### src/rtl/fks_pkg.sv
// Package of constants and types for the flash key and read strobe block
package fks_pkg;
    // Register addresses on the special function register port
    localparam logic [7:0] ADDR_ONESHOT  = 8'hAF;  // Read strobe one-shot register
    localparam logic [7:0] ADDR_TIMING   = 8'hB6;  // Flash read timing register
    localparam logic [7:0] ADDR_KEY      = 8'hB7;  // Flash unlock key register
    localparam logic [7:0] ADDR_PROGRAM_STORE_CONTROL    = 8'h8F;  // Program store control register
    // Key codes
    localparam logic [7:0] KEY_FIRST     = 8'hA5;
    localparam logic [7:0] KEY_SECOND    = 8'hF1;
    // Field positions and reset values
    localparam int         TIMING_RT_BIT = 4;      // Read time double bit position
    localparam int         PS_WE_BIT     = 0;      // Program store write enable
    localparam int         PS_EE_BIT     = 1;      // Program store erase enable
    localparam logic [7:0] TIMING_RESET  = 8'h03;  // Reset value of the timing register
    localparam logic [3:0] PERIOD_RESET  = 4'hF;   // One-shot period at reset (80 ns)
    localparam logic [7:0] TIMING_RD_MSK = 8'h10;  // Only the read time bit reads back
    // Timing figures
    localparam int         CLK_PERIOD_NS = 100;    // System clock period
    localparam int         STEP_NS       = 5;      // One-shot step and base
    localparam int         HALF_FAST_NS  = 80;     // 12.5 MHz period threshold
    // Reserved program memory on the larger variant
    localparam logic [15:0] RSVD_LO      = 16'h7E00;
    localparam logic [15:0] RSVD_HI      = 16'h7FFF;
    localparam logic [15:0] PAGE_MASK    = 16'hFE00;  // 512-byte erase page
    // Internal lock states of the key sequence; lock_code gives the value read back from the key register
    typedef enum logic [1:0] {
        LK_LOCKED   = 2'b00,
        LK_FIRST    = 2'b01,
        LK_UNLOCKED = 2'b11,
        LK_DISABLED = 2'b10
    } fks_lock_t;
    // Encode the internal state into its read code
    function automatic logic [1:0] lock_code(input fks_lock_t s);
        case (s)
            LK_LOCKED:   lock_code = 2'h0;
            LK_FIRST:    lock_code = 2'h1;
            LK_UNLOCKED: lock_code = 2'h2;
            LK_DISABLED: lock_code = 2'h3;
            default:     lock_code = 2'h3;
        endcase
    endfunction
endpackage

### src/rtl/fks_strobe_if.sv
// Interface carrying the read strobe settings and request between modules
`timescale 1ns/1ps
interface fks_strobe_if;
    logic       rd_req;      // Read or fetch request this cycle
    logic       rt_double;   // Two-clock strobe selected
    logic [3:0] period;      // One-shot period field
    logic       strobe;      // Read strobe, active high
    logic       busy;        // Strobe still covering the read
    modport ctrl (output rd_req, output rt_double, output period, input strobe, input busy);
    modport gen  (input rd_req, input rt_double, input period, output strobe, output busy);
endinterface

### src/rtl/fks_strobe_gen.sv
// Read strobe generator with one- or two-clock length and one-shot cut-off
`timescale 1ns/1ps
module fks_strobe_gen
    import fks_pkg::*;
(
    input  wire logic clk_sys_i,
    input  wire logic nrst_i,
    fks_strobe_if.gen sif,
    output logic      shot_on_o
);
    // Fast clocks engage the one-shot only for double reads: otherwise the clock period bounds the strobe
    localparam logic SLOW_CLOCK = (CLK_PERIOD_NS > HALF_FAST_NS);

    typedef struct packed {
        logic       active;  // Strobe window open
        logic       second;  // In second clock of a double strobe
    } fks_sg_t;

    fks_sg_t st, next_st;

    // Next-state logic of the strobe window
    always_comb begin
        next_st = st;
        if (sif.rd_req && !st.active) begin
            next_st.active = 1'b1;
            next_st.second = 1'b0;
        end else if (st.active && sif.rt_double && !st.second) begin
            next_st.second = 1'b1;
        end else if (sif.rd_req) begin
            next_st.second = 1'b0;
        end else begin
            next_st.active = 1'b0;
            next_st.second = 1'b0;
        end
    end

    // State register
    always_ff @(posedge clk_sys_i or negedge nrst_i) begin
        if (!nrst_i) begin
            st <= '0;
        end else begin
            st <= next_st;
        end
    end

    // One-shot enable: period field only matters on slow clocks or double reads
    assign shot_on_o  = SLOW_CLOCK || sif.rt_double;
    // Strobe held for the active clock(s); flash idles otherwise
    assign sif.strobe = st.active;
    assign sif.busy   = st.active && sif.rt_double && !st.second;
endmodule

### src/rtl/fks_top.sv
// Flash key sequencer, lock readback, program store routing and read strobe control
// Operation
// - Key A5 then F1 permits one write
// - Permission withdrawn after the next operation
// - Bad key or illegal write locks until reset
// - Non-A5 first key locks flash deliberately
// - Key read returns two-bit lock state
// - Reset timing valid up to 25 MHz
// - Strobe one or two clocks per read
// - Flash active only while strobe asserted
// - Slow clock: one-shot ends the strobe
// - Mid clocks: clock period sets width
// - Period field sets width 5+5n ns
// - Period ignored when fast and single
// - Timing reserved bits read zero
// - One-shot upper nibble reads zero, ignored
// - Top 512 bytes reserved on large part
// - Write-enable routes external writes to flash
// - Both enables make writes erase page
`timescale 1ns/1ps
module fks_top
    import fks_pkg::*;
#(
    parameter logic LARGE_VARIANT = 1'b1    // Larger device with reserved top area
)(
    input  wire logic        clk_sys_i,
    input  wire logic        nrst_i,
    input  wire logic [7:0]  reg_addr_i,      // Special function register address
    input  wire logic        reg_wr_i,        // Register write strobe
    input  wire logic        reg_rd_i,        // Register read strobe
    input  wire logic [7:0]  reg_wdata_i,     // Register write data
    output logic      [7:0]  reg_rdata_o,     // Register read data
    input  wire logic        mem_rd_i,        // Flash read or fetch request
    input  wire logic [15:0] xmove_addr_i,    // External move address
    input  wire logic        xmove_wr_i,      // External move write strobe
    input  wire logic [7:0]  xmove_wdata_i,   // External move write data
    input  wire logic        flash_done_i,    // Flash write or erase completed
    output logic             flash_strobe_o,  // Flash read strobe
    output logic             oneshot_en_o,    // One-shot limiter enabled
    output logic      [3:0]  oneshot_per_o,   // One-shot period field to analog timer
    output logic             flash_wr_o,      // Flash byte write pulse
    output logic             flash_erase_o,   // Flash page erase pulse
    output logic      [15:0] flash_addr_o,    // Flash write or erase address
    output logic      [7:0]  flash_wdata_o,   // Flash write data
    output logic             xram_wr_o,       // External move write routed to data RAM
    output logic             flash_busy_o     // Write or erase in progress
);
    // Whole state of the block, apart from the strobe generator's window, in one record
    typedef struct packed {
        fks_lock_t   lock;       // Key sequence state
        logic        rt_double;  // Two-clock read strobe
        logic [3:0]  period;     // One-shot period
        logic        ps_we;      // Program store write enable
        logic        ps_ee;      // Program store erase enable
        logic        op_busy;    // Write or erase outstanding
        logic        fl_wr;      // Write pulse
        logic        fl_er;      // Erase pulse
        logic        xr_wr;      // Data RAM write pulse
        logic [15:0] fl_addr;    // Captured flash address
        logic [7:0]  fl_data;    // Captured flash data
        logic [7:0]  rdata;      // Register read data
    } fks_state_t;

    fks_state_t st, next_st;

    fks_strobe_if sif();

    logic shot_on;               // One-shot active from the strobe generator

    // Address inside the reserved top area of the large variant
    function automatic logic in_reserved(input logic [15:0] a);
        in_reserved = LARGE_VARIANT && (a >= RSVD_LO) && (a <= RSVD_HI);
    endfunction

    // Read strobe generator
    fks_strobe_gen u_strobe (
        .clk_sys_i (clk_sys_i),
        .nrst_i    (nrst_i),
        .sif       (sif),
        .shot_on_o (shot_on)
    );

    assign sif.rd_req    = mem_rd_i;
    assign sif.rt_double = st.rt_double;
    assign sif.period    = st.period;

    // Register, key sequence and write routing
    always_comb begin
        logic fl_target;
        logic key_wr;
        fl_target = 1'b0;
        key_wr    = 1'b0;
        next_st       = st;
        next_st.fl_wr = 1'b0;
        next_st.fl_er = 1'b0;
        next_st.xr_wr = 1'b0;

        // Register writes
        if (reg_wr_i) begin
            case (reg_addr_i)
                ADDR_KEY: begin
                    key_wr = 1'b1;
                end
                ADDR_TIMING: begin
                    next_st.rt_double = reg_wdata_i[TIMING_RT_BIT];
                end
                ADDR_ONESHOT: begin
                    next_st.period = reg_wdata_i[3:0];
                end
                ADDR_PROGRAM_STORE_CONTROL: begin
                    next_st.ps_we = reg_wdata_i[PS_WE_BIT];
                    next_st.ps_ee = reg_wdata_i[PS_EE_BIT];
                end
                default: begin
                end
            endcase
        end

        // Key sequence
        if (key_wr) begin
            case (st.lock)
                LK_LOCKED: begin
                    // Any other first key locks, which also guards unused flash
                    next_st.lock = (reg_wdata_i == KEY_FIRST) ? LK_FIRST
                                                              : LK_DISABLED;
                end
                LK_FIRST: begin
                    next_st.lock = (reg_wdata_i == KEY_SECOND) ? LK_UNLOCKED
                                                               : LK_DISABLED;
                end
                LK_UNLOCKED: begin
                    next_st.lock = LK_DISABLED;
                end
                default: begin
                    next_st.lock = LK_DISABLED;
                end
            endcase
        end

        // External move write: flash when write enable set, else data RAM
        fl_target = xmove_wr_i && st.ps_we;
        if (xmove_wr_i && !st.ps_we) begin
            next_st.xr_wr = 1'b1;
        end
        if (fl_target) begin
            if (st.lock == LK_UNLOCKED && !st.op_busy && !key_wr
                    && !in_reserved(xmove_addr_i)) begin
                next_st.op_busy = 1'b1;
                next_st.fl_data = xmove_wdata_i;
                if (st.ps_ee) begin
                    next_st.fl_er   = 1'b1;
                    next_st.fl_addr = xmove_addr_i & PAGE_MASK;
                end else begin
                    next_st.fl_wr   = 1'b1;
                    next_st.fl_addr = xmove_addr_i;
                end
            end else begin
                // Attempt while not permitted locks until reset
                next_st.lock = LK_DISABLED;
            end
        end

        // Completion withdraws permission; a key write in the same cycle still locks
        if (st.op_busy && flash_done_i) begin
            next_st.op_busy = 1'b0;
            if (next_st.lock != LK_DISABLED) begin
                next_st.lock = LK_LOCKED;
            end
        end

        // Register read data
        next_st.rdata = '0;
        if (reg_rd_i) begin
            case (reg_addr_i)
                ADDR_KEY:     next_st.rdata = {6'h00, lock_code(st.lock)};
                ADDR_TIMING:  next_st.rdata = {3'h0, st.rt_double, 4'h0};
                ADDR_ONESHOT: next_st.rdata = {4'h0, st.period};
                ADDR_PROGRAM_STORE_CONTROL:   next_st.rdata = {6'h00, st.ps_ee, st.ps_we};
                default:      next_st.rdata = '0;
            endcase
        end
    end

    // State register; reset brings single-clock reads and the locked key state
    always_ff @(posedge clk_sys_i or negedge nrst_i) begin
        if (!nrst_i) begin
            st           <= '0;
            st.lock      <= LK_LOCKED;
            st.rt_double <= TIMING_RESET[TIMING_RT_BIT];
            st.period    <= PERIOD_RESET;
        end else begin
            st <= next_st;
        end
    end

    // Outputs
    assign reg_rdata_o    = st.rdata;
    assign flash_strobe_o = sif.strobe;
    assign oneshot_en_o   = shot_on;
    assign oneshot_per_o  = st.period;
    assign flash_wr_o     = st.fl_wr;
    assign flash_erase_o  = st.fl_er;
    assign flash_addr_o   = st.fl_addr;
    assign flash_wdata_o  = st.fl_data;
    assign xram_wr_o      = st.xr_wr;
    assign flash_busy_o   = st.op_busy;
endmodule

### config.mk
export PLATFORM = sky130hd
export DESIGN_NAME = fks_top
export DESIGN_NICKNAME = d
export VERILOG_FILES = /design/src/rtl/fks_pkg.sv /design/src/rtl/fks_strobe_if.sv /design/src/rtl/fks_strobe_gen.sv /design/src/rtl/fks_top.sv
export SDC_FILE = /design/constraint.sdc
export NUM_CORES = 1
export LEC_CHECK = 0
export BUFFER_PORTS_ARGS = -buffer_cell sky130_fd_sc_hd__buf_2
export CAP_MARGIN = 20
export CORE_MARGIN = 8
export CORE_UTILIZATION = 49
export CTS_BUF_LIST = sky130_fd_sc_hd__clkbuf_16
export CTS_CLUSTER_DIAMETER = 80
export DETAILED_ROUTE_END_ITERATION = 6
export PLACE_DENSITY = 0.87
export REMOVE_ABC_BUFFERS = 1
export SLEW_MARGIN = 20
export SYNTH_ARGS = -nofsm -noshare
export SYNTH_HDL_FRONTEND = slang
export SYNTH_HIERARCHICAL = 1
export SYNTH_SLANG_ARGS = --single-unit
### constraint.sdc
create_clock -name clk_sys_i -period 1.85 [get_ports clk_sys_i]
set_input_delay 0.37 -clock clk_sys_i [delete_from_list [all_inputs] [get_ports clk_sys_i]]
set_output_delay 0.37 -clock clk_sys_i [all_outputs]
set_load 0.01 [all_outputs]
==> flow_summary.yaml, run 1 <==
die:
  die_x_um: 84.45
  io_pins: 89
  fp.dieArea_um2: 7132
  row_count: 25
  core_um2: 4629
  fp.dieH_um: 84.45
  initial_core_util: 0.4959
global_route:
  grt_pass1_wl_mm: 7.783
  track_usage: 0.1347
  grt_max_degree: 26
  antenna_found_initial: 1
  grt_pass1_vias: 1675
  grt-ovfl-total: 0
finish:
  n_fill_cell: 403
  antennaDiodeCount: 0
  final_layout_size_suffix_gt1_frac: 0.5422
  multi_input_area_um2: 870.8
  synthToLayoutAreaGrowth_pct: 18.04
  seq_area_um2: 1106
  utilization: 0.5854
  fin_nets: 299
cts:
  tritoncts: "yes"
  clock_path_buffers: 2
  root_buffer: "clkbuf_16"
  cts_buffers: 5
  clock-sinks: 44
  cts_setup_buffers: 0
  cts_resized: 0
  postCtsHoldBufs: 0
  path_clk_slew_ps: 60
  clock_latency_ps: 280
  htreeDepth: 2
synthesis:
  async_flop_share: 1.000
  synth_area_leaders: "dfrtp_1, mux2_2, buf_4, dfstp_2, nor2b_1"
  netlist_area_um2: 2296
  ys_ff_latch: 44
  ys.flop_type: "dfrtp_1"
  synthMostInstantiatedCell: "dfrtp_1"
  synth-edff-count: 0
  yosysTopAreaCellShare: 0.4360
  ys_top_cells_by_count: "dfrtp_1, buf_4, mux2_2"
  yosys_warnings: 6
  yosys.area.top_type: "dfrtp_1"
  synth.distinct_cells: 39
  synth_cells: 191
  avgSynthCellArea_um2: 12.02
  yosysSeqAreaShare: 0.4817
power_and_ir_drop:
  p_sw_uw: 462.6
  p_leak_uw: 0.001510
  switching_share: 0.2130
  internal-power_uw: 1709
  power_uw: 2172
  combinationalPowerShare: 0.086
  p_clk_frac: 0.451
  p_per_area_nw_per_um2: 801.4
  p_seq_frac: 0.463
  ir_worst_vdd_mv: 0.4963
sta:
  finalSetupViolations: 0
  clock.fmax_ghz: 0.6289
  period_needed_ps: 1590
  clock-skew-final_ps: 7.162
  setup_ws_ps: 260.0
  rsz0062_at_grt: "false"
  slew_violations: 0
  hold_violations: 0
  min_period_over_period: 0.8595
  whs_ps: 37.62
  fin_setup_tns_ps: 0
route:
  top_layer_used: "met5"
  routed_wl_mm: 4.632
  vias: 1501
  antenna_left: 0
  drt-initial-drc-count: 97
  wl_per_cell_um: 15.29
  wl_met2_mm: 2.249
  drt-vias-per-instance: 4.954
  drt-met1-wl_mm: 1.964
  dr_wl_met3_um: 351
  drc_errors: 0
  drtPass1Iterations: 6
critical_path:
  critPathMaxStageDelay_ps: 410
  endpoint_kind: "flop"
  slowest_stage: "dfrtp_1"
  worstSetupPathType: "flop to flop"
  start_kind: "flop"
  required_ps: 2010
  arrival_ps: 1750
  path_max_fanout: 25
  path_cells: "ha_1, nand2_1, nor4_4, buf_12, mux2_2"
placement:
  place_congestion: 0.8994
  pre_cts_ws_ps: 124.8
  portBuffers: 84
  hpwlAfterDp_mm: 3.672
outcome:
  status: "finished, final reports clean"
worst_hold_path:
  hold_class: "input pin to async pin"
flow_run:
  cap_violations: 0
[flip-flops by register name, summed over array words and instances, names as in the netlist]
signal,cells
xram_wr_o,1
flash_addr_o,16
reg_rdata_o,5
flash_busy_o,1
sif.rt_double,1
flash_erase_o,1
st,4
flash_wr_o,1
oneshot_per_o,4
u_strobe/st,1
flash_wdata_o,8
u_strobe/sif.strobe,1
[final timing paths]
check                                       to  depth (start not counted)     start  slack [ps]
setup / recovery              flash_addr_o[14]                          5    st[43]         260
hold / removal                flash_addr_o[15]                          1    nrst_i          40
setup reg to reg              flash_addr_o[14]                          5    st[43]         260
hold reg to reg                      xram_wr_o                          1    st[37]         490
max in group asynchronous     oneshot_per_o[1]                          2    nrst_i        1240
min in group clk_sys_i     u_strobe/sif.strobe                          2  mem_rd_i         280
[cell usage in the layout (no fill, tap or decap), types with 2 or more instances in the layout]
cell type | Yosys | routed
nand2_1 | 6 | 6
and3_1 | 3 | 3
dfstp_2 | 4 | 4
mux2i_1 | 2 | 2
o22ai_1 | 2 | 2
nand4_1 | 2 | 2
nand3_1 | 3 | 3
conb_1 | 2 | 4
nor3_1 | 4 | 4
buf_4 | 37 | 2
buf_2 | 0 | 84
buf_12 | 0 | 2
mux2_4 | 2 | 2
clkbuf_16 | 0 | 5
nor2_1 | 5 | 5
and3b_1 | 2 | 2
ha_1 | 4 | 4
dfrtp_1 | 40 | 40
nand4b_1 | 2 | 2
nand3b_1 | 3 | 3
mux2_2 | 29 | 29
nor2b_1 | 12 | 12
inv_1 | 6 | 6
a21oi_1 | 2 | 2
[cell type report]
type | instances | share of cell area
Tap cell | 54 | 0.02493
Clock inverter | 3 | 0.01570
Inverter | 6 | 0.008310
Clock buffer | 5 | 0.04617
Multi-Input combinational cell | 103 | 0.3213
Sequential cell | 44 | 0.4081
Timing Repair Buffer | 88 | 0.1754
[routing by layer]
layer  up-vias  track usage
met1       719       0.1495
met4         2      0.05825
met2        47       0.2163
met5         -            0
li1        727            -
met3         6      0.06244
[per-stage QoR]
stage          cell area (um^2)  std cells
2_1_floorplan              1999        153
3_3_place_gp               2542        295
3_5_place_dp               2542        295
4_1_cts                    2710        303
5_1_grt                    2710        303
6_report                   2710        303
[critical path: cells and delay by family, from the launching register on]
kind | cells | cell delay (ps)
DFF | 1 | 410
muxes | 1 | 350
and+or+nand+nor | 2 | 290
buffers and inverters | 1 | 220
adders and majority gates | 1 | 190
[power by group through the flow]
stage	Sequential (uW)	Combinational, uW	Clock [uW]
2_1_floorplan	1020	77.9	0
3_5_place_dp	1020	189	0
3_3_place_gp	1020	183	0
6_report	1010	187	979
4_1_cts	1000	190	1010
5_1_grt	1010	213	1050
[kinds of logic (layout without fill, tap and decap cells)]
kind of cell	count (synthesis)	count (layout)	synth area share
and+or+nand+nor	54	54	0.1602
buffers and inverters	46	102	0.1422
DFF	44	44	0.4817
muxes	33	33	0.1640
AOI/OAI and AO/OA	8	8	0.02670
adders and majority gates	4	4	0.02180
other	2	4	0.003271
Power figures use the tool's default switching activity.
==> run 2: changes to the inputs <==
--- a/config.mk
+++ b/config.mk
@@ -13,6 +13,7 @@
 export CTS_CLUSTER_DIAMETER = 80
 export DETAILED_ROUTE_END_ITERATION = 6
 export PLACE_DENSITY = 0.87
+export RECOVER_POWER = 50
 export REMOVE_ABC_BUFFERS = 1
 export SLEW_MARGIN = 20
 export SYNTH_ARGS = -nofsm -noshare
==> flow_summary.yaml, run 2 (synthesis results as in run 1) <==
outcome:
  status: "finished, final reports clean"
power_and_ir_drop:
  p_seq_frac: 0.464
  internal-power_uw: 1702
  combinationalPowerShare: 0.083
  p_leak_uw: 0.001430
  p_per_area_nw_per_um2: 813.3
  p_sw_uw: 462.0
  switching_share: 0.2135
  ir_worst_vdd_mv: 0.4960
  p_clk_frac: 0.453
  power_uw: 2164
sta:
  whs_ps: 248.1
  min_period_over_period: 0.8592
  finalSetupViolations: 0
  worstMarginPinSlew_ps: 1035
  clock.fmax_ghz: 0.6291
  max_slew_margin: 0.3100
  rsz0062_at_grt: "false"
  fin_setup_tns_ps: 0
  period_needed_ps: 1590
  hold_violations: 0
  clock-skew-final_ps: 6.997
  slew_violations: 0
cts:
  path_clk_slew_ps: 60
  clock_path_buffers: 2
  clock-sinks: 44
  cts_resized: 0
  cts_buffers: 5
  htreeDepth: 2
  cts_setup_buffers: 0
  root_buffer: "clkbuf_16"
  tritoncts: "yes"
  postCtsHoldBufs: 0
  clock_latency_ps: 280
finish:
  mostFrequentLayoutCell: "buf_2"
  finalNonFillerCells: 303
  final_cell_mix: "buf_2, dfrtp_1, mux2_2"
  synthToLayoutAreaGrowth_pct: 15.91
  final_layout_size_suffix_gt1_frac: 0.4779
  fin_nets: 299
  antennaDiodeCount: 0
  largest_reg_flops: 16
die:
  io_pins: 89
  initial_core_util: 0.4959
  fp.dieArea_um2: 7132
  row_count: 25
  fp.dieH_um: 84.45
  core_um2: 4629
  die_x_um: 84.45
critical_path:
  endpoint_kind: "flop"
  worstSetupPathType: "flop to flop"
  start_kind: "flop"
  required_ps: 2010
  path_max_fanout: 25
  arrival_ps: 1750
route:
  drt-initial-drc-count: 78
  wl_per_cell_um: 15.43
  drt-vias-per-instance: 5.043
  vias: 1528
  routed_wl_mm: 4.674
  drc_errors: 0
  drtPass1Iterations: 6
  antenna_left: 0
worst_hold_path:
  hold_class: "input pin to async pin"
placement:
  hpwlAfterDp_mm: 3.672
  dp_cells: 295
  place_congestion: 0.8994
  portBuffers: 84
global_route:
  antenna_found_initial: 1
  track_usage: 0.1347
  grt_max_degree: 26
  grt_pass1_vias: 1675
  grt-ovfl-total: 0
  grt_pass1_wl_mm: 7.783
flow_run:
  cap_violations: 0
[run 2: cell types whose count changed in the layout (fill, tap and decap cells not counted), sizes merged]
cell and delta:
buf -16, clkbuf +16
[run 2: area by class of cell]
| class | instances | area [um^2] |
|---|---|---|
| Clock inverter | 3 | 42.54 |
| Tap cell | 54 | 67.56 |
| Timing Repair Buffer | 88 | 439.2 |
| Inverter | 6 | 22.52 |
| Multi-Input combinational cell | 103 | 858.3 |
| Sequential cell | 44 | 1106 |
| Fill cell | 414 | 1968 |
| Clock buffer | 5 | 125.1 |
[run 2: power by group through the flow]
stage	Sequential [uW]	Clock, uW	Combinational (uW)
2_1_floorplan	1020	0	77.9
3_3_place_gp	1020	0	183
3_5_place_dp	1020	0	189
4_1_cts	1000	1010	190
5_1_grt	1010	1050	204
6_report	1010	980	180
[run 2: layer usage]
layer | track usage | vias up | part of all wire
met5 | 0 | - | 0.0017
met4 | 0.05825 | 2 | 0.0094
met3 | 0.06244 | 4 | 0.075
met2 | 0.2163 | 53 | 0.49
met1 | 0.1495 | 744 | 0.43
li1 | - | 725 | -
[run 2: worst max-delay path, cell delays in order (launching register included)]
cell,delay (ps)
dfrtp_1,420
ha_1,190
nand2_1,100
nor4_4,190
buf_12,220
mux2_2,350
[run 2: worst paths after layout]
path | startpoint | to | slack (ps) | depth (start not counted)
worst max-delay path | st[43] | flash_addr_o[14] | 260 | 5
min in group clk_sys_i | mem_rd_i | u_strobe/sif.strobe | 280 | 2
worst min-delay path | nrst_i | flash_addr_o[15] | 250 | 1
worst max register to register | st[43] | flash_addr_o[14] | 260 | 5
max in group asynchronous | nrst_i | reg_rdata_o[3] | 410 | 2
worst min register to register | st[37] | xram_wr_o | 500 | 1
[run 2: per-stage QoR]
stage | utilization | setup slack [ps] | area [um^2]
2_1_floorplan | - | -234.9 | 1999
3_3_place_gp | 0.5492 | 152.7 | 2542
3_5_place_dp | 0.5492 | 124.8 | 2542
4_1_cts | 0.5854 | 248.4 | 2710
5_1_grt | 0.5749 | 84.53 | 2661
6_report | 0.5749 | 260.5 | 2661
==> run 3: changes to the inputs <==
--- a/config.mk
+++ b/config.mk
@@ -8,11 +8,11 @@
 export BUFFER_PORTS_ARGS = -buffer_cell sky130_fd_sc_hd__buf_2
 export CAP_MARGIN = 20
 export CORE_MARGIN = 8
-export CORE_UTILIZATION = 49
+export CORE_UTILIZATION = 52
 export CTS_BUF_LIST = sky130_fd_sc_hd__clkbuf_16
 export CTS_CLUSTER_DIAMETER = 80
 export DETAILED_ROUTE_END_ITERATION = 6
-export PLACE_DENSITY = 0.87
+export PLACE_DENSITY = 0.91
 export RECOVER_POWER = 50
 export REMOVE_ABC_BUFFERS = 1
 export SLEW_MARGIN = 20
==> constraint.sdc (replaced) <==
create_clock -name clk_sys_i -period 2 [get_ports clk_sys_i]
set_input_delay 0.4 -clock clk_sys_i [delete_from_list [all_inputs] [get_ports clk_sys_i]]
set_output_delay 0.4 -clock clk_sys_i [all_outputs]
set_load 0.01 [all_outputs]
==> flow_summary.yaml, run 3 (synthesis results as in run 1) <==
die:
  fp.dieArea_um2: 6797
  initial_core_util: 0.5347
  row_count: 24
  die_x_um: 82.45
  io_pins: 89
  core_um2: 4294
  fp.dieH_um: 82.45
sta:
  max_slew_margin: 0.3173
  finalSetupViolations: 0
  clock.fmax_ghz: 0.6071
  min_period_over_period: 0.8236
  period_needed_ps: 1647
  setup_ws_ps: 352.9
  hold_violations: 0
  worstMarginPinSlew_ps: 1024
  rsz0062_at_grt: "false"
  slew_violations: 0
  clock-skew-final_ps: 7.027
global_route:
  grt_pass1_wl_mm: 7.769
  antenna_found_initial: 1
  grt-ovfl-total: 0
  grt_pass1_vias: 1644
  track_usage: 0.1479
  grt_max_degree: 26
route:
  routed_wl_mm: 4.856
  vias: 1520
  drtPass1Iterations: 4
  drt-vias-per-instance: 5.067
  antenna_left: 0
  wl_per_cell_um: 16.19
  drt-initial-drc-count: 81
  drc_errors: 0
flow_run:
  cap_violations: 0
cts:
  clock-sinks: 44
  cts_setup_buffers: 0
  root_buffer: "clkbuf_16"
  cts_buffers: 5
  clock_latency_ps: 280
  tritoncts: "yes"
  htreeDepth: 2
  postCtsHoldBufs: 0
  clock_path_buffers: 2
  cts_resized: 0
  path_clk_slew_ps: 60
critical_path:
  path_cells: "ha_1, nand2_1, nor4_4, buf_12, mux2_2"
  critPathMaxStageDelay_ps: 430
  endpoint_kind: "flop"
  required_ps: 2160
  slowest_stage: "dfrtp_1"
  worstSetupPathType: "flop to flop"
  start_kind: "flop"
  arrival_ps: 1810
  critPathBufInv: 1
  cp_top_family: "flip-flops"
  path_max_fanout: 25
finish:
  synthToLayoutAreaGrowth_pct: 14.77
  n_fill_cell: 363
  fin_nets: 298
  antennaDiodeCount: 0
  mostFrequentLayoutCell: "buf_2"
  design_area_um2: 2635
  final_layout_size_suffix_gt1_frac: 0.4718
  final_cell_mix: "buf_2, dfrtp_1, mux2_2"
  largest_reg_flops: 16
power_and_ir_drop:
  p_sw_uw: 408.6
  p_clk_frac: 0.402
  p_seq_frac: 0.503
  p_per_area_nw_per_um2: 701.3
  p_leak_uw: 0.001427
  switching_share: 0.2211
  ir_worst_vdd_mv: 0.3886
  internal-power_uw: 1439
  combinationalPowerShare: 0.095
placement:
  portBuffers: 84
  postPlaceCellArea_um2: 2532
  hpwlAfterDp_mm: 3.792
  pre_cts_ws_ps: 222.5
  place_congestion: 0.9126
outcome:
  status: "finished, final reports clean"
worst_hold_path:
  hold_class: "input pin to async pin"
-- run 3: changes by cell type in the layout (fill, tap and decap cells not counted), sizes merged --
cell,change
buf,-1
bufinv,-1
inv,+1
-- run 3: cell type report --
type                            instances  area (um^2)  share of cell area
Clock buffer                            5        125.1             0.04748
Clock inverter                          3        11.26            0.004273
Inverter                                6        22.52            0.008547
Multi-Input combinational cell        103        870.8              0.3305
Sequential cell                        44         1106              0.4198
Tap cell                               52        65.06             0.02469
Timing Repair Buffer                   87        434.2              0.1648
-- run 3: worst paths after layout --
kind / start / endpoint / slack, ps / cells after the start
setup / recovery: st[43] / flash_wdata_o[5] / 350 / 5
hold / removal: nrst_i / reg_rdata_o[3] / 280 / 1
setup reg to reg: st[43] / flash_wdata_o[5] / 350 / 5
hold reg to reg: st[37] / xram_wr_o / 490 / 1
max in group asynchronous: nrst_i / flash_wdata_o[0] / 560 / 2
min in group clk_sys_i: mem_rd_i / u_strobe/sif.strobe / 320 / 2
-- run 3: power by group through the flow --
stage	Clock (uW)	Sequential (uW)	Combinational (uW)
final	743	929	176
after global placement	0	944	169
after CTS	766	929	182
after floorplan	0	943	72.1
after global routing	809	933	196
after detailed placement	0	945	175
-- run 3: routing by layer --
layer / vias up / global-route usage / wire [um]
met5: - / 0 / 11
met4: 2 / 0.07018 / 90
met3: 9 / 0.03355 / 356
met2: 57 / 0.2569 / 2645
met1: 724 / 0.1678 / 1751
li1: 728 / - / -
-- run 3: worst register-to-register path, stage by stage, from the launching register on --
cell and delay, ps:
dfrtp_1 430, ha_1 210, nand2_1 100, nor4_4 210, buf_12 220, mux2_2 370
-- run 3: stage by stage --
stage,util,hold WS [ps],std cells,TNS (ps),total power [uW]
CTS,0.6215,91.48,300,0,1877
floorplan,-,104.4,153,-2625,1015
global route,0.6136,339.3,300,0,1938
detailed placement,0.5897,382.4,292,0,1120
global placement,0.5897,377.2,292,0,1112
finish,0.6136,284.4,300,0,1848
